`config.mk`:
```
export PLATFORM = sky130hd
export DESIGN_NAME = tr_timing_top
export DESIGN_NICKNAME = d
export VERILOG_FILES = /design/src/hw/tr_pkg.sv /design/src/hw/tr_ref_if.sv /design/src/hw/tr_timing_top.sv /design/src/hw/tr_ref_monitor.sv
export SDC_FILE = /design/constraint.sdc
export NUM_CORES = 1
export LEC_CHECK = 0
export ABC_AREA = 1
export BUFFER_PORTS_ARGS = -buffer_cell sky130_fd_sc_hd__buf_4
export CAP_MARGIN = 20
export CORE_ASPECT_RATIO = 1.25
export CORE_MARGIN = 2
export CORE_UTILIZATION = 43
export CTS_CLUSTER_DIAMETER = 30
export DETAILED_ROUTE_END_ITERATION = 8
export SYNTH_ARGS = -nofsm -noshare
export SYNTH_HDL_FRONTEND = slang
export SYNTH_SLANG_ARGS = --single-unit
```
`constraint.sdc`:
```
create_clock -name i_ref_clk -period 3.5 [get_ports i_ref_clk]
set_input_delay 0.7 -clock i_ref_clk [delete_from_list [all_inputs] [get_ports i_ref_clk]]
set_output_delay 0.7 -clock i_ref_clk [all_outputs]
set_load 0.005 [all_outputs]
```
`src/hw/tr_pkg.sv`:
```
// Constants, register map and rate tables for the timing reference block
//   Contract
// - each reference accepts any of seven listed rates
// - exactly one reference preferred or forced, software chosen
// - slave mode ignores references unless slave loop enabled
// - master mode: failed reference drives its failure output high
// - slave mode holds failure outputs low unless loop enabled
// - oscillator present selects oscillator, else TDM input clock
// - frame pulses 0-2 aligned to 4/8/16 MHz clocks
// - frame pulse 3 follows programmed clock 3 rate
// - divided slave pulses never narrower than input pulse; code measures input width only up to 255 cycles (FPI_WIDTH_MAX)
// - clocks 4, 5 run only master or loop enabled
package tr_pkg;

  // ************************************************************
  // Timing
  // ************************************************************
  localparam longint CLK_HZ = 100_000_000;
  localparam int CLK_PERIOD_NS = 10;
  localparam int FRAME_NS = 125_000;
  localparam int FRAME_CYC = FRAME_NS / CLK_PERIOD_NS;
  localparam logic [13:0] FRAME_LAST = 14'(FRAME_CYC - 1);
  localparam int REF_TIMEOUT_NS = 250_000;
  localparam int REF_TIMEOUT_CYC = REF_TIMEOUT_NS / CLK_PERIOD_NS;
  localparam logic [7:0] FPI_WIDTH_MAX = 8'hFF;

  localparam longint F_1M544 = 1_544_000;
  localparam longint F_2M048 = 2_048_000;
  localparam longint F_4M096 = 4_096_000;
  localparam longint F_8M192 = 8_192_000;
  localparam longint F_16M384 = 16_384_000;
  localparam longint F_32M768 = 32_768_000;
  localparam longint F_19M44 = 19_440_000;

  // Phase step of a 32-bit accumulator for a given output rate
  function automatic logic [31:0] nco_inc(input longint hz);
    return 32'((hz << 32) / CLK_HZ);
  endfunction

  // One output clock period in whole cycles, rounded up
  function automatic logic [15:0] pulse_cyc(input longint hz);
    return 16'((CLK_HZ + hz - 1) / hz);
  endfunction

  localparam logic [31:0] INC_1M544 = nco_inc(F_1M544);
  localparam logic [31:0] INC_2M048 = nco_inc(F_2M048);
  localparam logic [31:0] INC_4M096 = nco_inc(F_4M096);
  localparam logic [31:0] INC_8M192 = nco_inc(F_8M192);
  localparam logic [31:0] INC_16M384 = nco_inc(F_16M384);
  localparam logic [31:0] INC_32M768 = nco_inc(F_32M768);
  localparam logic [31:0] INC_19M44 = nco_inc(F_19M44);
  localparam logic [15:0] FPW_4M096 = pulse_cyc(F_4M096);
  localparam logic [15:0] FPW_8M192 = pulse_cyc(F_8M192);
  localparam logic [15:0] FPW_16M384 = pulse_cyc(F_16M384);
  localparam logic [15:0] FPW_32M768 = pulse_cyc(F_32M768);

  // ************************************************************
  // Modes and selections
  // ************************************************************
  localparam logic [1:0] MODE_MASTER = 2'h0;
  localparam logic [1:0] MODE_DIV_SLAVE = 2'h1;
  localparam logic [1:0] MODE_MUL_SLAVE = 2'h2;
  localparam logic [1:0] CK3_4M = 2'h0;
  localparam logic [1:0] CK3_8M = 2'h1;
  localparam logic [1:0] CK3_16M = 2'h2;
  localparam logic [1:0] CK3_32M = 2'h3;

  // ************************************************************
  // Register map
  // ************************************************************
  localparam logic [7:0] REG_CTRL = 8'h00;
  localparam logic [7:0] REG_REF_CHANGE = 8'h04;
  localparam logic [7:0] REG_STATUS = 8'h08;
  localparam logic [7:0] REG_INT_STAT = 8'h0C;
  localparam logic [7:0] REG_INT_MASK = 8'h10;
  localparam int CTRL_MODE_LSB = 0;
  localparam int CTRL_CK3_LSB = 4;
  localparam int CTRL_CK4_BIT = 6;
  localparam int CTRL_SLE_BIT = 13;
  localparam int RCC_PREF_LSB = 0;
  localparam int RCC_FORCE_BIT = 2;
  localparam int STAT_FAIL_LSB = 0;
  localparam int STAT_SEL_LSB = 4;
  localparam int STAT_OSC_BIT = 6;
  localparam int STAT_4M_LSB = 7;
  localparam int STAT_LOOP_BIT = 9;
  localparam logic [31:0] CTRL_RST = 32'h0000_0000;
  localparam logic [31:0] RCC_RST = 32'h0000_0000;
  localparam logic [3:0] MASK_RST = 4'h0;
  localparam logic [1:0] RESP_OKAY = 2'h0;
  localparam logic [1:0] RESP_SLVERR = 2'h2;

endpackage

```
`src/hw/tr_ref_if.sv`:
```
// Carrier between the top and the reference activity monitor
`timescale 1ns/100ps
interface tr_ref_if;
  logic [3:0] ref_in;
  logic enable;
  logic [3:0] fail;
  modport mon (input ref_in, input enable, output fail);
  modport top (output ref_in, output enable, input fail);
endinterface

```
`src/hw/tr_timing_top.sv`:
```
// Timing reference, failure reporting and frame pulse generator
//
// Our own choices: register access over AXI4-Lite and the register addresses.
`timescale 1ns/100ps
module tr_timing_top #(
  parameter int REF_TIMEOUT_CYC = tr_pkg::REF_TIMEOUT_CYC
) (
  // Clock, reset, enable
  input wire logic i_ref_clk,
  input wire logic i_reset,
  input wire logic i_clk_en,
  // AXI4-Lite write
  input wire logic [7:0] i_s_axi_awaddr,
  input wire logic i_s_axi_awvalid,
  output logic o_s_axi_awready,
  input wire logic [31:0] i_s_axi_wdata,
  input wire logic [3:0] i_s_axi_wstrb,
  input wire logic i_s_axi_wvalid,
  output logic o_s_axi_wready,
  output logic [1:0] o_s_axi_bresp,
  output logic o_s_axi_bvalid,
  input wire logic i_s_axi_bready,
  // AXI4-Lite read
  input wire logic [7:0] i_s_axi_araddr,
  input wire logic i_s_axi_arvalid,
  output logic o_s_axi_arready,
  output logic [31:0] o_s_axi_rdata,
  output logic [1:0] o_s_axi_rresp,
  output logic o_s_axi_rvalid,
  input wire logic i_s_axi_rready,
  // Timing inputs
  input wire logic [3:0] i_timing_reference_inputs,
  input wire logic i_oscillator_present,
  input wire logic [1:0] i_four_meg_clock_select,
  input wire logic i_frame_pulse_input,
  // Timing outputs
  output logic [3:0] o_reference_failure_outputs,
  output logic [5:0] o_generated_clock_outputs,
  output logic [3:0] o_frame_pulse_outputs,
  output logic [1:0] o_selected_ref,
  output logic o_master_clk_from_osc,
  output logic o_irq
);

  typedef struct packed {
    logic [1:0] mode;
    logic [1:0] ck3_sel;
    logic ck4_sel;
    logic sle;
    logic [1:0] pref;
    logic force_ref;
    logic [3:0] int_stat;
    logic [3:0] int_mask;
    logic aw_got;
    logic w_got;
    logic [7:0] awaddr;
    logic [31:0] wdata;
    logic [3:0] wstrb;
    logic awready;
    logic wready;
    logic bvalid;
    logic [1:0] bresp;
    logic arready;
    logic rvalid;
    logic [31:0] rdata;
    logic [1:0] rresp;
    logic [13:0] frame_cnt;
    logic fpi_prev;
    logic [7:0] fpi_hi;
    logic [7:0] fpi_width;
    logic [5:0][31:0] acc;
    logic [5:0] clk_out;
    logic [3:0][15:0] fp_cnt;
    logic [3:0] fp_out;
    logic loop_on;
    logic [3:0] fail_prev;
    logic [3:0] fail_out;
    logic [1:0] sel;
    logic osc_src;
    logic irq;
  } tr_top_s;

  tr_top_s st;
  tr_top_s next_st;

  tr_ref_if u_refs ();

  assign u_refs.ref_in = i_timing_reference_inputs;
  assign u_refs.enable = st.loop_on;

  tr_ref_monitor #(
    .TIMEOUT_CYC(REF_TIMEOUT_CYC)
  ) u_mon (
    .i_ref_clk(i_ref_clk),
    .i_reset(i_reset),
    .i_clk_en(i_clk_en),
    .refs(u_refs)
  );

  // ************************************************************
  // Register helpers
  // ************************************************************
  function automatic logic is_mapped(input logic [7:0] a);
    logic [7:0] w;
    w = {a[7:2], 2'b00};
    return w == tr_pkg::REG_CTRL || w == tr_pkg::REG_REF_CHANGE ||
      w == tr_pkg::REG_STATUS || w == tr_pkg::REG_INT_STAT ||
      w == tr_pkg::REG_INT_MASK;
  endfunction

  function automatic logic [31:0] rd_reg(input tr_top_s s,
                                         input logic [7:0] a);
    logic [31:0] v;
    v = 32'h0000_0000;
    case ({a[7:2], 2'b00})
      tr_pkg::REG_CTRL: begin
        v[tr_pkg::CTRL_MODE_LSB +: 2] = s.mode;
        v[tr_pkg::CTRL_CK3_LSB +: 2] = s.ck3_sel;
        v[tr_pkg::CTRL_CK4_BIT] = s.ck4_sel;
        v[tr_pkg::CTRL_SLE_BIT] = s.sle;
      end
      tr_pkg::REG_REF_CHANGE: begin
        v[tr_pkg::RCC_PREF_LSB +: 2] = s.pref;
        v[tr_pkg::RCC_FORCE_BIT] = s.force_ref;
      end
      tr_pkg::REG_STATUS: begin
        v[tr_pkg::STAT_FAIL_LSB +: 4] = s.fail_out;
        v[tr_pkg::STAT_SEL_LSB +: 2] = s.sel;
        v[tr_pkg::STAT_OSC_BIT] = s.osc_src;
        v[tr_pkg::STAT_4M_LSB +: 2] = i_four_meg_clock_select;
        v[tr_pkg::STAT_LOOP_BIT] = s.loop_on;
      end
      tr_pkg::REG_INT_STAT: v[3:0] = s.int_stat;
      tr_pkg::REG_INT_MASK: v[3:0] = s.int_mask;
      default: v = 32'h0000_0000;
    endcase
    return v;
  endfunction

  function automatic logic [31:0] nco_step(input int i,
                                           input logic [1:0] ck3,
                                           input logic ck4);
    case (i)
      0: return tr_pkg::INC_4M096;
      1: return tr_pkg::INC_8M192;
      2: return tr_pkg::INC_16M384;
      3: begin
        case (ck3)
          tr_pkg::CK3_4M: return tr_pkg::INC_4M096;
          tr_pkg::CK3_8M: return tr_pkg::INC_8M192;
          tr_pkg::CK3_16M: return tr_pkg::INC_16M384;
          default: return tr_pkg::INC_32M768;
        endcase
      end
      4: return ck4 ? tr_pkg::INC_2M048 : tr_pkg::INC_1M544;
      default: return tr_pkg::INC_19M44;
    endcase
  endfunction

  function automatic logic [15:0] fp_base(input int i,
                                          input logic [1:0] ck3);
    case (i)
      0: return tr_pkg::FPW_4M096;
      1: return tr_pkg::FPW_8M192;
      2: return tr_pkg::FPW_16M384;
      default: begin
        case (ck3)
          tr_pkg::CK3_4M: return tr_pkg::FPW_4M096;
          tr_pkg::CK3_8M: return tr_pkg::FPW_8M192;
          tr_pkg::CK3_16M: return tr_pkg::FPW_16M384;
          default: return tr_pkg::FPW_32M768;
        endcase
      end
    endcase
  endfunction

  // ************************************************************
  // Next state
  // ************************************************************
  always_comb begin
    logic [31:0] wv;
    logic [3:0] w1c;
    logic [3:0] ev;
    logic boundary;
    logic found;
    logic [1:0] cand;
    logic [15:0] wid;
    wv = 32'h0000_0000;
    w1c = 4'h0;
    ev = 4'h0;
    boundary = 1'b0;
    found = 1'b0;
    cand = 2'h0;
    wid = 16'h0000;
    next_st = st;
    // Write channel: address and data in either order
    if (i_s_axi_awvalid && st.awready) begin
      next_st.aw_got = 1'b1;
      next_st.awaddr = i_s_axi_awaddr;
    end
    if (i_s_axi_wvalid && st.wready) begin
      next_st.w_got = 1'b1;
      next_st.wdata = i_s_axi_wdata;
      next_st.wstrb = i_s_axi_wstrb;
    end
    if (st.bvalid && i_s_axi_bready) begin
      next_st.bvalid = 1'b0;
    end
    if (st.aw_got && st.w_got && !st.bvalid) begin
      next_st.aw_got = 1'b0;
      next_st.w_got = 1'b0;
      next_st.bvalid = 1'b1;
      next_st.bresp = is_mapped(st.awaddr) ? tr_pkg::RESP_OKAY :
        tr_pkg::RESP_SLVERR;
      wv = rd_reg(st, st.awaddr);
      for (int b = 0; b < 4; b++) begin
        if (st.wstrb[b]) begin
          wv[b*8 +: 8] = st.wdata[b*8 +: 8];
        end
      end
      case ({st.awaddr[7:2], 2'b00})
        tr_pkg::REG_CTRL: begin
          next_st.mode = wv[tr_pkg::CTRL_MODE_LSB +: 2];
          next_st.ck3_sel = wv[tr_pkg::CTRL_CK3_LSB +: 2];
          next_st.ck4_sel = wv[tr_pkg::CTRL_CK4_BIT];
          next_st.sle = wv[tr_pkg::CTRL_SLE_BIT];
        end
        tr_pkg::REG_REF_CHANGE: begin
          next_st.pref = wv[tr_pkg::RCC_PREF_LSB +: 2];
          next_st.force_ref = wv[tr_pkg::RCC_FORCE_BIT];
        end
        tr_pkg::REG_INT_STAT: w1c = st.wdata[3:0] & {4{st.wstrb[0]}};
        tr_pkg::REG_INT_MASK: next_st.int_mask = wv[3:0];
        default: w1c = 4'h0;
      endcase
    end
    next_st.awready = !next_st.aw_got && !next_st.bvalid;
    next_st.wready = !next_st.w_got && !next_st.bvalid;
    // Read channel: data one cycle after the address is taken
    if (st.rvalid && i_s_axi_rready) begin
      next_st.rvalid = 1'b0;
    end
    if (i_s_axi_arvalid && st.arready) begin
      next_st.rvalid = 1'b1;
      next_st.rdata = rd_reg(st, i_s_axi_araddr);
      next_st.rresp = is_mapped(i_s_axi_araddr) ? tr_pkg::RESP_OKAY :
        tr_pkg::RESP_SLVERR;
    end
    next_st.arready = !next_st.rvalid;
    // Reference path
    next_st.loop_on = next_st.mode == tr_pkg::MODE_MASTER || next_st.sle;
    ev = u_refs.fail & ~st.fail_prev;
    next_st.fail_prev = u_refs.fail;
    next_st.fail_out = next_st.loop_on ? u_refs.fail : 4'h0;
    next_st.int_stat = (st.int_stat & ~w1c) | ev;
    next_st.irq = |(next_st.int_stat & next_st.int_mask);
    // Preferred falls over to the next good reference; forced never does
    next_st.sel = next_st.pref;
    if (!next_st.force_ref && u_refs.fail[next_st.pref]) begin
      for (int k = 1; k < 4; k++) begin
        cand = next_st.pref + 2'(k);
        if (!found && !u_refs.fail[cand]) begin
          found = 1'b1;
          next_st.sel = cand;
        end
      end
    end
    next_st.osc_src = i_oscillator_present;
    // Frame timing: free-running in master, input pulse in slave
    next_st.fpi_prev = i_frame_pulse_input;
    if (i_frame_pulse_input) begin
      next_st.fpi_hi = !st.fpi_prev ? 8'h01 :
        (st.fpi_hi == tr_pkg::FPI_WIDTH_MAX ? st.fpi_hi : st.fpi_hi + 8'h01);
    end else if (st.fpi_prev) begin
      next_st.fpi_width = st.fpi_hi;
    end
    if (st.mode == tr_pkg::MODE_MASTER) begin
      boundary = st.frame_cnt == tr_pkg::FRAME_LAST;
    end else begin
      boundary = i_frame_pulse_input && !st.fpi_prev;
    end
    next_st.frame_cnt = boundary ? 14'h0000 : st.frame_cnt + 14'h0001;
    for (int i = 0; i < 6; i++) begin
      if (boundary) begin
        next_st.acc[i] = 32'h0000_0000;
      end else begin
        next_st.acc[i] = st.acc[i] + nco_step(i, st.ck3_sel, st.ck4_sel);
      end
      if (i >= 4 && !next_st.loop_on) begin
        next_st.acc[i] = 32'h0000_0000;
      end
      next_st.clk_out[i] = next_st.acc[i][31];
    end
    for (int i = 0; i < 4; i++) begin
      wid = fp_base(i, st.ck3_sel);
      if (st.mode == tr_pkg::MODE_DIV_SLAVE &&
          {8'h00, st.fpi_width} > wid) begin
        wid = {8'h00, st.fpi_width};
      end
      if (boundary) begin
        next_st.fp_cnt[i] = wid;
      end else if (st.fp_cnt[i] != 16'h0000) begin
        next_st.fp_cnt[i] = st.fp_cnt[i] - 16'h0001;
      end
      next_st.fp_out[i] = next_st.fp_cnt[i] != 16'h0000;
    end
  end

  always_ff @(posedge i_ref_clk) begin
    if (i_reset) begin
      st <= '0;
      st.mode <= tr_pkg::CTRL_RST[tr_pkg::CTRL_MODE_LSB +: 2];
      st.pref <= tr_pkg::RCC_RST[tr_pkg::RCC_PREF_LSB +: 2];
      st.int_mask <= tr_pkg::MASK_RST;
    end else if (i_clk_en) begin
      st <= next_st;
    end
  end

  assign o_s_axi_awready = st.awready;
  assign o_s_axi_wready = st.wready;
  assign o_s_axi_bresp = st.bresp;
  assign o_s_axi_bvalid = st.bvalid;
  assign o_s_axi_arready = st.arready;
  assign o_s_axi_rdata = st.rdata;
  assign o_s_axi_rresp = st.rresp;
  assign o_s_axi_rvalid = st.rvalid;
  assign o_reference_failure_outputs = st.fail_out;
  assign o_generated_clock_outputs = st.clk_out;
  assign o_frame_pulse_outputs = st.fp_out;
  assign o_selected_ref = st.sel;
  assign o_master_clk_from_osc = st.osc_src;
  assign o_irq = st.irq;

  // ************************************************************
  // Checks
  // ************************************************************
  logic [15:0] hlp_len;
  logic slave_quiet;

  assign slave_quiet = st.mode != tr_pkg::MODE_MASTER && !st.sle;

  always_ff @(posedge i_ref_clk) begin
    if (i_reset) begin
      hlp_len <= 16'h0000;
    end else if (i_clk_en) begin
      hlp_len <= o_frame_pulse_outputs[2] ? hlp_len + 16'h0001 : 16'h0000;
    end
  end

  chk_fail_slave_low: assert property (@(posedge i_ref_clk)
    disable iff (i_reset || !i_clk_en)
    slave_quiet |-> o_reference_failure_outputs == 4'h0)
    else $error("failure output high in quiet slave mode");
  chk_ck45_gated: assert property (@(posedge i_ref_clk)
    disable iff (i_reset || !i_clk_en)
    slave_quiet |-> o_generated_clock_outputs[5:4] == 2'h0)
    else $error("clock 4 or 5 running in quiet slave mode");
  chk_fp_frame_start: assert property (@(posedge i_ref_clk)
    disable iff (i_reset || !i_clk_en)
    $rose(o_frame_pulse_outputs[0]) && st.mode == tr_pkg::MODE_MASTER
    |-> st.frame_cnt == 14'h0000 && !o_generated_clock_outputs[0])
    else $error("frame pulse 0 not on frame boundary");
  chk_fp2_width: assert property (@(posedge i_ref_clk)
    disable iff (i_reset || !i_clk_en)
    $rose(o_frame_pulse_outputs[2]) && $past(st.mode) == tr_pkg::MODE_MASTER
    |-> o_frame_pulse_outputs[2] [*7] ##1 !o_frame_pulse_outputs[2])
    else $error("frame pulse 2 not one 16 MHz period wide");
  chk_fp3_rate: assert property (@(posedge i_ref_clk)
    disable iff (i_reset || !i_clk_en)
    $rose(o_frame_pulse_outputs[3]) &&
    $past(st.mode) == tr_pkg::MODE_MASTER &&
    $past(st.ck3_sel) == tr_pkg::CK3_32M
    |-> o_frame_pulse_outputs[3] [*4] ##1 !o_frame_pulse_outputs[3])
    else $error("frame pulse 3 width wrong for 32 MHz");
  chk_fp_not_narrow: assert property (@(posedge i_ref_clk)
    disable iff (i_reset || !i_clk_en)
    $fell(o_frame_pulse_outputs[2]) && st.mode == tr_pkg::MODE_DIV_SLAVE
    |-> hlp_len >= {8'h00, st.fpi_width})
    else $error("frame pulse narrower than input pulse");
  chk_sel_forced: assert property (@(posedge i_ref_clk)
    disable iff (i_reset || !i_clk_en)
    st.force_ref |-> o_selected_ref == st.pref)
    else $error("forced reference not selected");
  chk_osc_source: assert property (@(posedge i_ref_clk)
    disable iff (i_reset || !i_clk_en)
    $changed(i_oscillator_present)
    |=> o_master_clk_from_osc == $past(i_oscillator_present))
    else $error("master clock source did not follow strap");
  cov_master_frame: cover property (@(posedge i_ref_clk)
    disable iff (i_reset) $rose(o_frame_pulse_outputs[0]));
  cov_slave_frame: cover property (@(posedge i_ref_clk)
    disable iff (i_reset)
    st.mode == tr_pkg::MODE_DIV_SLAVE && $rose(o_frame_pulse_outputs[1]));
  cov_irq: cover property (@(posedge i_ref_clk)
    disable iff (i_reset) $rose(o_irq));

endmodule // tr_timing_top

```
`src/hw/tr_ref_monitor.sv`:
```
// Per-reference activity monitor flagging a reference with no edges
`timescale 1ns/100ps
module tr_ref_monitor #(
  parameter int TIMEOUT_CYC = tr_pkg::REF_TIMEOUT_CYC,
  parameter int CNT_W = 16
) (
  // Clock and reset
  input wire logic i_ref_clk,
  input wire logic i_reset,
  input wire logic i_clk_en,
  // Monitor side
  tr_ref_if.mon refs
);

  if (TIMEOUT_CYC < 2 || TIMEOUT_CYC >= (1 << CNT_W)) begin : g_chk
    $error("tr_ref_monitor: TIMEOUT_CYC out of range");
  end

  localparam logic [CNT_W-1:0] LAST = CNT_W'(TIMEOUT_CYC - 1);

  typedef struct packed {
    logic [3:0] prev;
    logic [3:0][CNT_W-1:0] cnt;
    logic [3:0] fail;
  } tr_mon_s;

  tr_mon_s st;
  tr_mon_s next_st;
  logic [3:0] edge_seen;

  assign edge_seen = refs.ref_in & ~st.prev;
  assign refs.fail = st.fail;

  always_comb begin
    next_st = st;
    next_st.prev = refs.ref_in;
    for (int i = 0; i < 4; i++) begin
      if (!refs.enable) begin
        next_st.cnt[i] = '0;
        next_st.fail[i] = 1'b0;
      end else if (edge_seen[i]) begin
        // Any rising edge counts, so every listed rate is accepted
        next_st.cnt[i] = '0;
        next_st.fail[i] = 1'b0;
      end else if (st.cnt[i] == LAST) begin
        next_st.fail[i] = 1'b1;
      end else begin
        next_st.cnt[i] = st.cnt[i] + 1'b1;
      end
    end
  end

  always_ff @(posedge i_ref_clk) begin
    if (i_reset) begin
      st <= '0;
    end else if (i_clk_en) begin
      st <= next_st;
    end
  end

  // ************************************************************
  // Checks
  // ************************************************************
  chk_fail_on_timeout: assert property (@(posedge i_ref_clk)
    disable iff (i_reset || !i_clk_en)
    refs.enable && st.cnt[0] == LAST && !edge_seen[0] |=> st.fail[0])
    else $error("reference 0 timeout did not raise failure");
  chk_fail_clears: assert property (@(posedge i_ref_clk)
    disable iff (i_reset || !i_clk_en)
    st.fail[1] && edge_seen[1] |=> !st.fail[1] && st.cnt[1] == '0)
    else $error("reference 1 failure did not clear on edge");
  chk_disabled_quiet: assert property (@(posedge i_ref_clk)
    disable iff (i_reset || !i_clk_en)
    !refs.enable |=> st.fail == 4'h0)
    else $error("failure flagged while references ignored");
  cov_ref_fails: cover property (@(posedge i_ref_clk)
    disable iff (i_reset) $rose(st.fail[2]));

endmodule // tr_ref_monitor

```
After elaboration in Yosys (flattened, before gate mapping)

Index checks and enable logic that the tools add are counted.
W data, S select, Z words.

Bits in registers: 445
Input port bits: 68

Reductions and logical operators: 66
Multiplexer cells: 102
Order comparisons: 8
Add/subtract/negate cells: 19
Eq/ne operators: 27
Bitwise gates (word level): 10

Operators by type and width:

| operator                | count |
|---|---|
| $mux W32                | 14 |
| $mux W16                | 21 |
| $add A32 B32 Y32        | 6 |
| $reduce_bool A16 Y1     | 8 |
| $pmux W31 S3            | 1 |
| $add A16 B1 Y16 const B | 4 |
| $eq A16 B15 Y1 const B  | 4 |
| $sub A16 B1 Y16 const B | 4 |
| $mux W8                 | 5 |
| $mux W35                | 1 |
| $mux W27                | 1 |
| $mux W1                 | 26 |
| $eq A6 B2 Y1 const B    | 4 |
| $reduce_and A2 Y1       | 12 |
| $and A4 B4 Y4           | 5 |
| $mux W6                 | 3 |
| $logic_and A1 B1 Y1     | 17 |
| $gt A8 B16 Y1           | 1 |
| $mux W4                 | 4 |
| $pmux W5 S3             | 1 |
| $add A14 B1 Y14 const B | 1 |
| $eq A14 B14 Y1 const B  | 1 |
| $mux W14                | 1 |
| $eq A6 B1 Y1 const B    | 2 |
| other kinds (34)        | 85 |

Logic depth before layout (Yosys ltp)

Gate-level depths: netlist (run 1).

Depth after elaboration: 18
Depth in mapped cells: 20

Hierarchy

A second synthesis (run 1) with hierarchy kept.

Cells, all modules: 3866
Area total of the unflattened synthesis: 25127.8 sq um

By module, submodules not included:

| module         | cells each | area an instance (sq um) | seq. area each (sq um) | times used |
|---|---|---|---|---|
| tr_timing_top  | 3150       | 20838.7                  | 7026.7                 | 1 |
| tr_ref_monitor | 716        | 4289.1                   | 1441.4                 | 1 |

Worst setup path before layout (run 1)

OpenSTA, ideal clock, no wires.

Kind: register to register
Start: register st[411] (netlist bit)
End: register st[205] (netlist bit)
Required time: 3381 ps
Stages on the path, launching flop included: 15
Setup slack: 627 ps
Data arrival time: 2754 ps
Path through: dfxtp_1 -> ha_1 -> inv_1 -> nand2_1 -> ha_1 -> fa_1 -> nand3_1 -> nand2_1 -> a31oi_1 -> o21ai_0 -> a21boi_0 -> o21ai_0 -> or2_2 -> o21ai_0 -> a21oi_1

Cells in the longest elaborated chain, start to end: 5
Elaborated cells between the ends (all ways): 7

Ends and longest elaborated chain:

| what                                       | line                 | source |
|---|---|---|
| start: declaration                         | tr_timing_top.sv:83  | `tr_top_s st;` |
| start signal: assignment                   | tr_timing_top.sv:316 | `st <= next_st;` |
| $eq A2 B2 Y1, or another cell as far along | tr_timing_top.sv:148 | `case (ck3)` |
| $pmux W31 S3 *                             | tr_timing_top.sv:148 |  |
| $mux W32 *                                 | tr_timing_top.sv:284 | `if (boundary) begin` |
| $add A32 B32 Y32 *                         | tr_timing_top.sv:287 | `next_st.acc[i] = st.acc[i] + nco_step(i, st.ck3_sel, st.ck4_sel);` |
| $mux W32 *                                 | tr_timing_top.sv:284 |  |

Mark *: on every way between the ends. The rest lies on a longest branch, timed or not. The select of a mux whose other input is x is not followed.
A chain may end at the register's enable or synchronous reset.

Worst setup path after layout (run 1)

Start: register st[410] (netlist bit)
End: register st, in the netlist o_generated_clock_outputs[3]

Same word-level chain as after synthesis.

==> impl_metrics.env, run 1 <==
export IMPL_post_cts_buffers=0
export IMPL_arrival_ps=3730
export IMPL_io_buffers=73
export IMPL_htree_levels=3
export IMPL_finalCritPeriodShare=0.9136
export IMPL_grt_max_degree=152
export IMPL_crit_type="reg2reg"
export IMPL_tns_ps=0
export IMPL_grt_first_pass_wirelength_mm=107.2
export IMPL_overflow=0
export IMPL_syn_avg_cell_area_sq_um=6.610
export IMPL_fp_dieArea_sq_mm=0.05856
export IMPL_wl_mm=64.91
export IMPL_r2r_start="st[410]$_SDFFE_PP0P_"
export IMPL_rows=97
export IMPL_clock_root_buffer="clkbuf_16"
export IMPL_fin_crit_ps=3197
export IMPL_first_pass_iters=7
export IMPL_maxCapViolations=0
export IMPL_yosys_mux_area_fraction=0
export IMPL_routedWlPerCell_microns=14.17
export IMPL_place_gp_congestion=0.9394
export IMPL_holdCritPathClass="in2reg"
export IMPL_async_flop_share=0
export IMPL_hold_end="o_master_clk_from_osc$_SDFFE_PP0P_"
export IMPL_clock_sinks=423
export IMPL_vdd_drop_max_uv=363.0
export IMPL_dp_final_hpwl_mm=45.37
export IMPL_antenna_found_initial=2
export IMPL_clockBufferDepth=3
export IMPL_cts_tree="done"
export IMPL_dieHeight_microns=270.1
export IMPL_yosysWarnings=0
export IMPL_critPathLaunchType="flop"
export IMPL_path_clk_slew_ps=50
export IMPL_synthSimpleGateAreaFrac=0.2741
export IMPL_synth_xor_area_share=0.03489
export IMPL_leakagePower_nw=12.53
export IMPL_reg2reg_depth=17
export IMPL_synth_area_sq_mm=0.02435
export IMPL_area_growth_pct=19.49
export IMPL_drc=0
export IMPL_placed_cells=4391
export IMPL_antenna_cells=0
export IMPL_fmax_mhz=312.7
export IMPL_final_cell_mix="nand2_1, a21oi_1, inv_1"
export IMPL_drtIter0Drc=1368
export IMPL_vias=23620
export IMPL_synth_top_family_by_area="simple AND/OR/NAND/NOR gates"
export IMPL_layout_drive_gt1_share=0.08828
export IMPL_regToRegSetupSlack_ps=300
export IMPL_timing_max_transition_violations_final=0
export IMPL_synth_cell_types=57
export IMPL_clk_insertion_delay_late_ps=640
export IMPL_worstMarginPinSlew_ps=802.6
export IMPL_clock_skew_ps=28.73
export IMPL_yosys_area_top_type="dfxtp_1"
export IMPL_nNetsFinal=3895
export IMPL_synth_top_area_frac=0.3477
export IMPL_synth_area_top_cells="dfxtp_1, nand2_1, a21oi_1, o21ai_0, inv_1"
export IMPL_path_max_fanout=5
export IMPL_max_slew_margin=0.4608
export IMPL_rsz0062_at_grt="false"
export IMPL_grt_pass1_vias=22240
export IMPL_synth_edff_count=0
export IMPL_die_width_microns=216.9
export IMPL_holdPathStages=3
export IMPL_worstSetupEndpointType="flop"
export IMPL_startpoint="st[410]$_SDFFE_PP0P_"
export IMPL_synth_compound_area_share=0.2032
export IMPL_cp_required_ps=4030
export IMPL_grt_usage=0.2194
export IMPL_synth_cells=3684
export IMPL_io_pins=127
export IMPL_mostFrequentLayoutCell="nand2_1"
export IMPL_r2r_end="o_generated_clock_outputs[3]$_SDFFE_PP0P_"
export IMPL_power_density_mw_per_mm2=597.0
export IMPL_post_synth_fa_ha_maj_area_fraction=0.03884
export IMPL_synth_ff_latch_count=423
export IMPL_via_per_inst=5.154
export IMPL_synthFlopType="dfxtp_1"
export IMPL_seq_area_frac_synth=0.3477
export IMPL_finalHoldViolCount=0
export IMPL_finalNonFillerCells=4582
export IMPL_hp_start="i_oscillator_present"
export IMPL_finalSetupViolations=0
export IMPL_cts_buffers_inserted=101
export IMPL_status="finished, final reports clean"
export IMPL_antenna_left=0
export IMPL_coreArea_sq_mm=0.05607
export IMPL_start_util=0.4343
what timing repair did:
item / 4_1_cts / 5_1_grt
setup endpoints to repair: 0 / 4
hold buffers: 0 / 0
gates resized for setup: 0 / 4
metrics by stage:
step	instance area [sq um]	worst slack [ps]	hold WS (ps)	utilization	total power, mW
final	29100	302.5	284.1	0.5189	17.37
after global routing	29100	31.24	300.9	0.5189	18.17
after CTS	29100	254.2	247.7	0.5189	17.57
after detailed placement	25440	275.4	439.2	0.4536	7.519
after global placement	25440	277.5	434.4	0.4536	7.511
after floorplan	24430	627.0	422.9	-	7.008
per-layer routing:
| layer | track usage | wire length, microns |
|---|---|---|
| met4 | 0.09841 | 2220 |
| met3 | 0.03660 | 2838 |
| met5 | 0 | 13 |
| met2 | 0.3709 | 30310 |
| met1 | 0.2728 | 29530 |
flip-flops by register name, summed over array words and instances, names as in the netlist:
name / count
o_selected_ref: 2
o_generated_clock_outputs: 5
u_refs.enable: 1
st: 315
o_irq: 1
o_s_axi_awready: 1
o_reference_failure_outputs: 4
o_frame_pulse_outputs: 4
o_s_axi_rdata: 11
o_s_axi_bresp: 1
o_s_axi_wready: 1
o_s_axi_rvalid: 1
u_mon.st: 68
u_mon.refs.fail: 4
o_s_axi_bvalid: 1
o_s_axi_arready: 1
o_s_axi_rresp: 1
o_master_clk_from_osc: 1
kinds of logic (layout without fill, tap and decap cells):
logic type,count (synthesis),count (layout)
and+or+nand+nor,1579,1579
xor gates and xnor gates,97,97
adders and majority gates,75,75
buffers and inverters,597,731
AOI/OAI and AO/OA,912,912
DFF,423,423
other,1,23
area by class of cell:
cell class | instances | area, sq um
clock buffer | 116 | 2738
inverter | 430 | 1622
tap | 742 | 928.4
sequential | 423 | 8468
fill | 5732 | 26970
timing repair buffer | 110 | 898.4
clock inverter | 75 | 924.6
multi-input combinational | 2686 | 13520
power by group:
| group | switching, mW | total [mW] | internal, mW | leakage (nW) |
|---|---|---|---|---|
| logic | 1.33 | 2.07 | 0.743 | 7.31 |
| registers | 0.258 | 5.37 | 5.11 | 3.46 |
| clock network | 3.08 | 9.93 | 6.85 | 1.76 |
cell usage after synthesis, types with 20 or more instances:
cell / number
buf_4: 52
nand2_1: 725
nor2_1: 420
nand4_1: 52
xor2_1: 80
nor3_1: 95
ha_1: 74
o21ai_0: 322
clkbuf_1: 97
dfxtp_1: 423
inv_1: 427
nand3_1: 203
o211ai_1: 21
a21oi_1: 433
or2_2: 20
nor4_1: 35
worst max path at each step:
stage,to,slack (ps),depth (start not counted)
6_report,o_generated_clock_outputs[3]$_SDFFE_PP0P_,300,17
5_1_grt,st[205]$_SDFFE_PP0P_,30,15
4_1_cts,st[205]$_SDFFE_PP0P_,250,15
3_5_place_dp,st[205]$_SDFFE_PP0P_,280,15
3_3_place_gp,st[205]$_SDFFE_PP0P_,280,15
2_1_floorplan,st[205]$_SDFFE_PP0P_,630,14
worst max-delay path: stages (launching register included):
cell	delay, ps
dfxtp_1	350
inv_1	170
ha_1	420
inv_1	160
ha_1	390
nand2_1	90
inv_1	80
nand3_1	110
nor3_1	260
nand4_1	150
nand3_1	150
nand3_1	80
nand3_1	190
nand3_1	100
o2111ai_1	120
nand3_1	110
nand2_1	80
nor2_1	50
No activity file was read; power rests on OpenSTA's default activity.
==> run 2, diff against run 1 <==
- RECOVER_POWER: unset -> 100
- TNS_END_PERCENT: unset -> 50
==> impl_metrics.env, run 2 (synthesis gave the netlist of run 1 again) <==
export IMPL_htree_levels=3
export IMPL_hp_start="i_oscillator_present"
export IMPL_reg2reg_depth=17
export IMPL_io_buffers=73
export IMPL_critPathLaunchType="flop"
export IMPL_holdCritPathClass="in2reg"
export IMPL_mostFrequentLayoutCell="nand2_1"
export IMPL_post_cts_buffers=0
export IMPL_clockBufferDepth=3
export IMPL_rows=97
export IMPL_dieHeight_microns=270.1
export IMPL_r2r_end="st[210]$_SDFFE_PP0P_"
export IMPL_holdPathStages=3
export IMPL_wl_mm=64.88
export IMPL_coreArea_sq_mm=0.05607
export IMPL_start_util=0.4343
export IMPL_drc=0
export IMPL_fmax_mhz=310.0
export IMPL_clock_root_buffer="clkbuf_16"
export IMPL_tns_ps=0
export IMPL_finalHoldViolCount=0
export IMPL_r2r_start="st[410]$_SDFFE_PP0P_"
export IMPL_routedWlPerCell_microns=14.16
export IMPL_clk_insertion_delay_late_ps=640
export IMPL_regToRegSetupSlack_ps=270
export IMPL_hold_buffers=0
export IMPL_rsz0062_at_grt="false"
export IMPL_worstSetupEndpointType="flop"
export IMPL_first_pass_iters=5
export IMPL_grt_usage=0.2194
export IMPL_grt_max_degree=152
export IMPL_drtIter0Drc=1277
export IMPL_area_growth_pct=18.82
export IMPL_finalSetupViolations=0
export IMPL_die_width_microns=216.9
export IMPL_vdd_drop_max_uv=362.9
export IMPL_p_total_mw=17.35
export IMPL_overflow=0
export IMPL_worstMarginPinSlew_ps=1925
export IMPL_cts_resized=0
export IMPL_dp_final_hpwl_mm=45.37
export IMPL_hold_end="o_master_clk_from_osc$_SDFFE_PP0P_"
export IMPL_vias=23540
export IMPL_final_cell_mix="nand2_1, a21oi_1, inv_1"
export IMPL_finalCritPeriodShare=0.9216
export IMPL_antenna_cells=0
export IMPL_maxCapViolations=2
export IMPL_via_per_inst=5.137
export IMPL_layout_drive_gt1_share=0.08255
export IMPL_largest_reg_flops=315
export IMPL_timing_max_transition_violations_final=192
export IMPL_crit_type="reg2reg"
export IMPL_place_gp_congestion=0.9394
export IMPL_clock_sinks=423
export IMPL_arrival_ps=3660
export IMPL_fin_crit_ps=3226
export IMPL_violations="max-capacitance violations, max-slew violations"
export IMPL_fp_dieArea_sq_mm=0.05856
export IMPL_max_slew_margin=-0.2835
export IMPL_cp_required_ps=3930
export IMPL_nNetsFinal=3895
export IMPL_n_fill_cell=5756
export IMPL_status="finished with violations"
export IMPL_grt_pass1_vias=22240
export IMPL_path_clk_slew_ps=50
export IMPL_cts_tree="done"
export IMPL_largest_register="st"
export IMPL_path_max_fanout=5
export IMPL_power_density_mw_per_mm2=599.6
export IMPL_antenna_left=0
export IMPL_io_pins=127
export IMPL_leakagePower_nw=12.41
export IMPL_cts_buffers_inserted=101
export IMPL_antenna_found_initial=2
export IMPL_grt_first_pass_wirelength_mm=107.2
export IMPL_clock_skew_ps=27.24
==> run 2: area by class of cell <==
class	instances	area (sq um)	share of cell area
Clock inverter	75	924.6	0.03196
Clock buffer	116	2738	0.09462
Inverter	430	1620	0.05600
Multi-Input combinational cell	2686	13510	0.4669
Tap cell	742	928.4	0.03209
Timing Repair Buffer	110	745.7	0.02577
Sequential cell	423	8468	0.2927
==> run 2: power breakdown <==
group	internal, mW	switching (mW)
clock network	6.85	3.07
registers	5.11	0.258
logic	0.730	1.32
==> run 2: how the worst max path moves through the flow <==
stage,from,end,slack (ps),cells after the start
global placement,st[410]$_SDFFE_PP0P_,st[205]$_SDFFE_PP0P_,280,15
CTS,st[410]$_SDFFE_PP0P_,st[205]$_SDFFE_PP0P_,250,15
detailed placement,st[410]$_SDFFE_PP0P_,st[205]$_SDFFE_PP0P_,280,15
finish,st[410]$_SDFFE_PP0P_,st[210]$_SDFFE_PP0P_,270,17
global route,st[411]$_SDFFE_PP0P_,st[212]$_SDFFE_PP0P_,20,15
floorplan,st[411]$_SDFFE_PP0P_,st[205]$_SDFFE_PP0P_,630,14
==> run 2: critical path, stage by stage, from the launching register on <==
cell     delay [ps]
dfxtp_1         350
inv_1           170
ha_1            420
inv_1           160
ha_1            390
nand2_1          90
inv_1            80
nand3_1         110
nor3_1          260
nand4_1         150
nand3_1         150
nand3_1          80
nand3_1         180
a21oi_1         140
nor2_1          100
nor2_1           40
nand2_1          60
a21oi_1          50
==> run 2: routing by layer <==
metal / up-vias / wire [microns] / global-route usage
li1: 12370 / - / -
met1: 10590 / 29700 / 0.2728
met2: 445 / 30220 / 0.3709
met3: 133 / 2785 / 0.03660
met4: 2 / 2152 / 0.09841
met5: - / 13 / 0
==> run 2: metrics by stage <==
| stage | hold slack [ps] | worst slack [ps] | std cells | utilization | cell area, sq um |
|---|---|---|---|---|---|
| floorplan | 422.9 | 627.0 | 3706 | - | 24430 |
| global placement | 434.4 | 277.5 | 4391 | 0.4536 | 25440 |
| detailed placement | 439.2 | 275.4 | 4391 | 0.4536 | 25440 |
| CTS | 247.7 | 254.2 | 4582 | 0.5189 | 29100 |
| global route | 291.2 | 15.63 | 4582 | 0.5160 | 28930 |
| finish | 285.1 | 274.5 | 4582 | 0.5160 | 28930 |
==> run 3, diff against run 2 <==
- ABC_AREA: 1 -> unset
- REMOVE_ABC_BUFFERS: unset -> 1
==> impl_metrics.env, run 3 <==
export IMPL_status="finished with violations"
export IMPL_violations="max-capacitance violations, max-slew violations, negative setup slack"
export IMPL_yosys_area_top_type="dfxtp_1"
export IMPL_crit_type="reg2reg"
export IMPL_arrival_ps=4050
export IMPL_path_max_fanout=4
export IMPL_cts_tree="done"
export IMPL_worstMarginPinSlew_ps=2665
export IMPL_maxCapViolations=4
export IMPL_synthFlopType="dfxtp_1"
export IMPL_dieHeight_microns=261.7
export IMPL_reg2reg_depth=16
export IMPL_synth_edff_count=0
export IMPL_seq_area_frac_synth=0.3708
export IMPL_grt_pass1_vias=20090
export IMPL_largest_reg_flops=315
export IMPL_placed_cell_area_sq_mm=0.02392
export IMPL_worstSetupEndpointType="flop"
export IMPL_place_gp_congestion=0.8525
export IMPL_synth_ff_latch_count=423
export IMPL_finalSetupViolations=2
export IMPL_synth_most_common_cell="nor2_1"
export IMPL_fin_crit_ps=3539
export IMPL_clk_insertion_delay_late_ps=650
export IMPL_syn_avg_cell_area_sq_um=7.963
export IMPL_final_cell_mix="nor2_1, dfxtp_1, nand2_1"
export IMPL_synth_cell_types=84
export IMPL_r2r_start="st[410]$_SDFFE_PP0P_"
export IMPL_synth_common_cells="nor2_1, dfxtp_1, nand2_1, a21oi_1, o21ai_0"
export IMPL_endpoint="st[213]$_SDFFE_PP0P_"
export IMPL_io_buffers=73
export IMPL_critPathLaunchType="flop"
export IMPL_vdd_drop_max_uv=663.1
export IMPL_drtIter0Drc=1123
export IMPL_largest_register="st"
export IMPL_grt_usage=0.2100
export IMPL_timing_max_transition_violations_final=230
export IMPL_regToRegSetupSlack_ps=-40
export IMPL_antenna_cells=0
export IMPL_r2r_end="st[213]$_SDFFE_PP0P_"
export IMPL_htree_levels=3
export IMPL_finalCritPeriodShare=1.011
export IMPL_layout_drive_gt1_share=0.1135
export IMPL_rsz0062_at_grt="true"
export IMPL_fp_dieArea_sq_mm=0.05498
export IMPL_area_growth_pct=20.10
export IMPL_clockBufferDepth=3
export IMPL_stdcell_area_sq_mm=0.02743
export IMPL_async_flop_share=0
export IMPL_die_width_microns=210.1
export IMPL_first_pass_iters=5
export IMPL_mostFrequentLayoutCell="nor2_1"
export IMPL_wl_mm=58.49
export IMPL_dp_final_hpwl_mm=38.84
export IMPL_cts_buffers_inserted=97
export IMPL_synth_area_sq_mm=0.02284
export IMPL_via_per_inst=5.582
export IMPL_coreArea_sq_mm=0.05257
export IMPL_cp_required_ps=4010
export IMPL_overflow=0
export IMPL_start_util=0.4344
export IMPL_clock_sinks=423
export IMPL_synth_area_top_cells="dfxtp_1, nor2_1, a21oi_1, xor2_1, ha_1"
export IMPL_grt_max_degree=110
export IMPL_nNetsFinal=3074
export IMPL_io_pins=127
export IMPL_yosysWarnings=0
export IMPL_fmax_mhz=282.6
export IMPL_clock_root_buffer="clkbuf_16"
export IMPL_finalHoldViolCount=0
export IMPL_rows=94
export IMPL_antenna_left=0
export IMPL_leakagePower_nw=11.04
export IMPL_max_slew_margin=-0.7766
export IMPL_power_density_mw_per_mm2=730.6
export IMPL_routedWlPerCell_microns=15.87
export IMPL_synth_top_area_frac=0.3708
export IMPL_path_clk_slew_ps=50
export IMPL_vias=20580
export IMPL_synth_cells=2868
export IMPL_grt_first_pass_wirelength_mm=97.18
export IMPL_preCtsSetupSlack_ps=-63.39
export IMPL_fin_ws_ps=-38.61
export IMPL_holdCritPathClass="in2reg"
export IMPL_drc=0
export IMPL_startpoint="st[410]$_SDFFE_PP0P_"
export IMPL_clock_skew_ps=48.02
export IMPL_antenna_found_initial=1
## run 3: changes by cell type in the layout (fill, tap and decap cells not counted), sizes merged, moves of 32 or more
cell,before,now
a22oi,10,46
nand3,204,101
a21oi,439,214
xnor2,17,88
inv,434,60
o21ai,334,157
xor2,80,112
nor2,422,464
mux2i,0,63
nand2,727,243
## run 3: how the worst min path moves through the flow
stage                     slack [ps]  cells past startpoint                     startpoint                             to
after global routing             310                      3   i_timing_reference_inputs[1]      u_mon.st[69]$_SDFFE_PP0P_
after floorplan                  430                      2           st[359]$_SDFFE_PP0P_           st[359]$_SDFFE_PP0P_
after detailed placement         450                      2  o_s_axi_rdata[9]$_SDFFE_PP0P_  o_s_axi_rdata[9]$_SDFFE_PP0P_
after global placement           440                      2           st[240]$_SDFFE_PP0P_           st[240]$_SDFFE_PP0P_
after CTS                        270                      3              i_s_axi_awaddr[5]           st[392]$_SDFFE_PP0P_
final                            290                      3              i_s_axi_awaddr[5]           st[392]$_SDFFE_PP0P_
## run 3: layout make-up
class,instances,area (sq um)
Multi-Input combinational cell,2219,13430
Inverter,56,214.0
Clock inverter,55,724.4
Sequential cell,423,8473
Fill cell,4895,25140
Tap cell,672,840.8
Timing Repair Buffer,134,1001
Clock buffer,127,2743
## run 3: kinds of logic (layout without fill, tap and decap cells)
family,count (synthesis),in the layout,share of synthesized area
fa+ha+maj,75,75,0.04142
flops,423,423,0.3708
simple gates,1180,1180,0.2418
buf+inv,248,372,0.05084
other cells,1,23,0.0001642
xor+xnor,200,200,0.07670
mux,69,69,0.03112
compound gates,672,672,0.1872
## run 3: report_power, final
part | total [mW] | internal, mW | leakage, nW | switching [mW]
logic | 4.75 | 2.01 | 5.93 | 2.73
registers | 5.89 | 5.34 | 3.45 | 0.556
clock network | 9.40 | 6.41 | 1.65 | 2.99
## run 3: worst max-delay path, stage by stage (launching register included)
cell and delay (ps):
dfxtp_2 350, inv_2 60, ha_4 150, or2_4 230
ha_4 160, fa_2 370, a211oi_2 260, nor2_1 90
o31ai_1 230, buf_4 170, o221ai_4 100, buf_6 130
o41a_1 440, a31o_2 270, a21oi_2 120, xnor2_1 80
a22o_1 190
## run 3: metrics by stage
| stage | total power, mW | hold slack [ps] | TNS, ps | util | std cells |
|---|---|---|---|---|---|
| 6_report | 20.04 | 294.6 | -40.75 | 0.5217 | 3686 |
| 5_1_grt | 21.22 | 314.4 | -1319 | 0.5217 | 3686 |
| 4_1_cts | 20.21 | 265.8 | -17.89 | 0.5212 | 3681 |
| 3_5_place_dp | 10.69 | 447.7 | -119.4 | 0.4550 | 3499 |
| 3_3_place_gp | 10.56 | 443.3 | -262.1 | 0.4550 | 3499 |
| 2_1_floorplan | 9.562 | 430.9 | -465350 | - | 2698 |
## run 3: metal layers
| metal | track usage | vias to the layer above | share of wire |
|---|---|---|---|
| met2 | 0.3759 | 382 | 0.49 |
| li1 | - | 10280 | - |
| met5 | 0 | - | 0 |
| met3 | 0.03657 | 91 | 0.043 |
| met1 | 0.2504 | 9820 | 0.44 |
| met4 | 0.08156 | 0 | 0.022 |
## run 3: what timing repair did
action | 4_1_cts | 5_1_grt
setup buffers | 0 | 4
resized for setup | 3 | 33
gates cloned | 0 | 0
hold buffers | 0 | 0
pin swaps | 1 | 12
setup endpoints to repair | 3 | 11
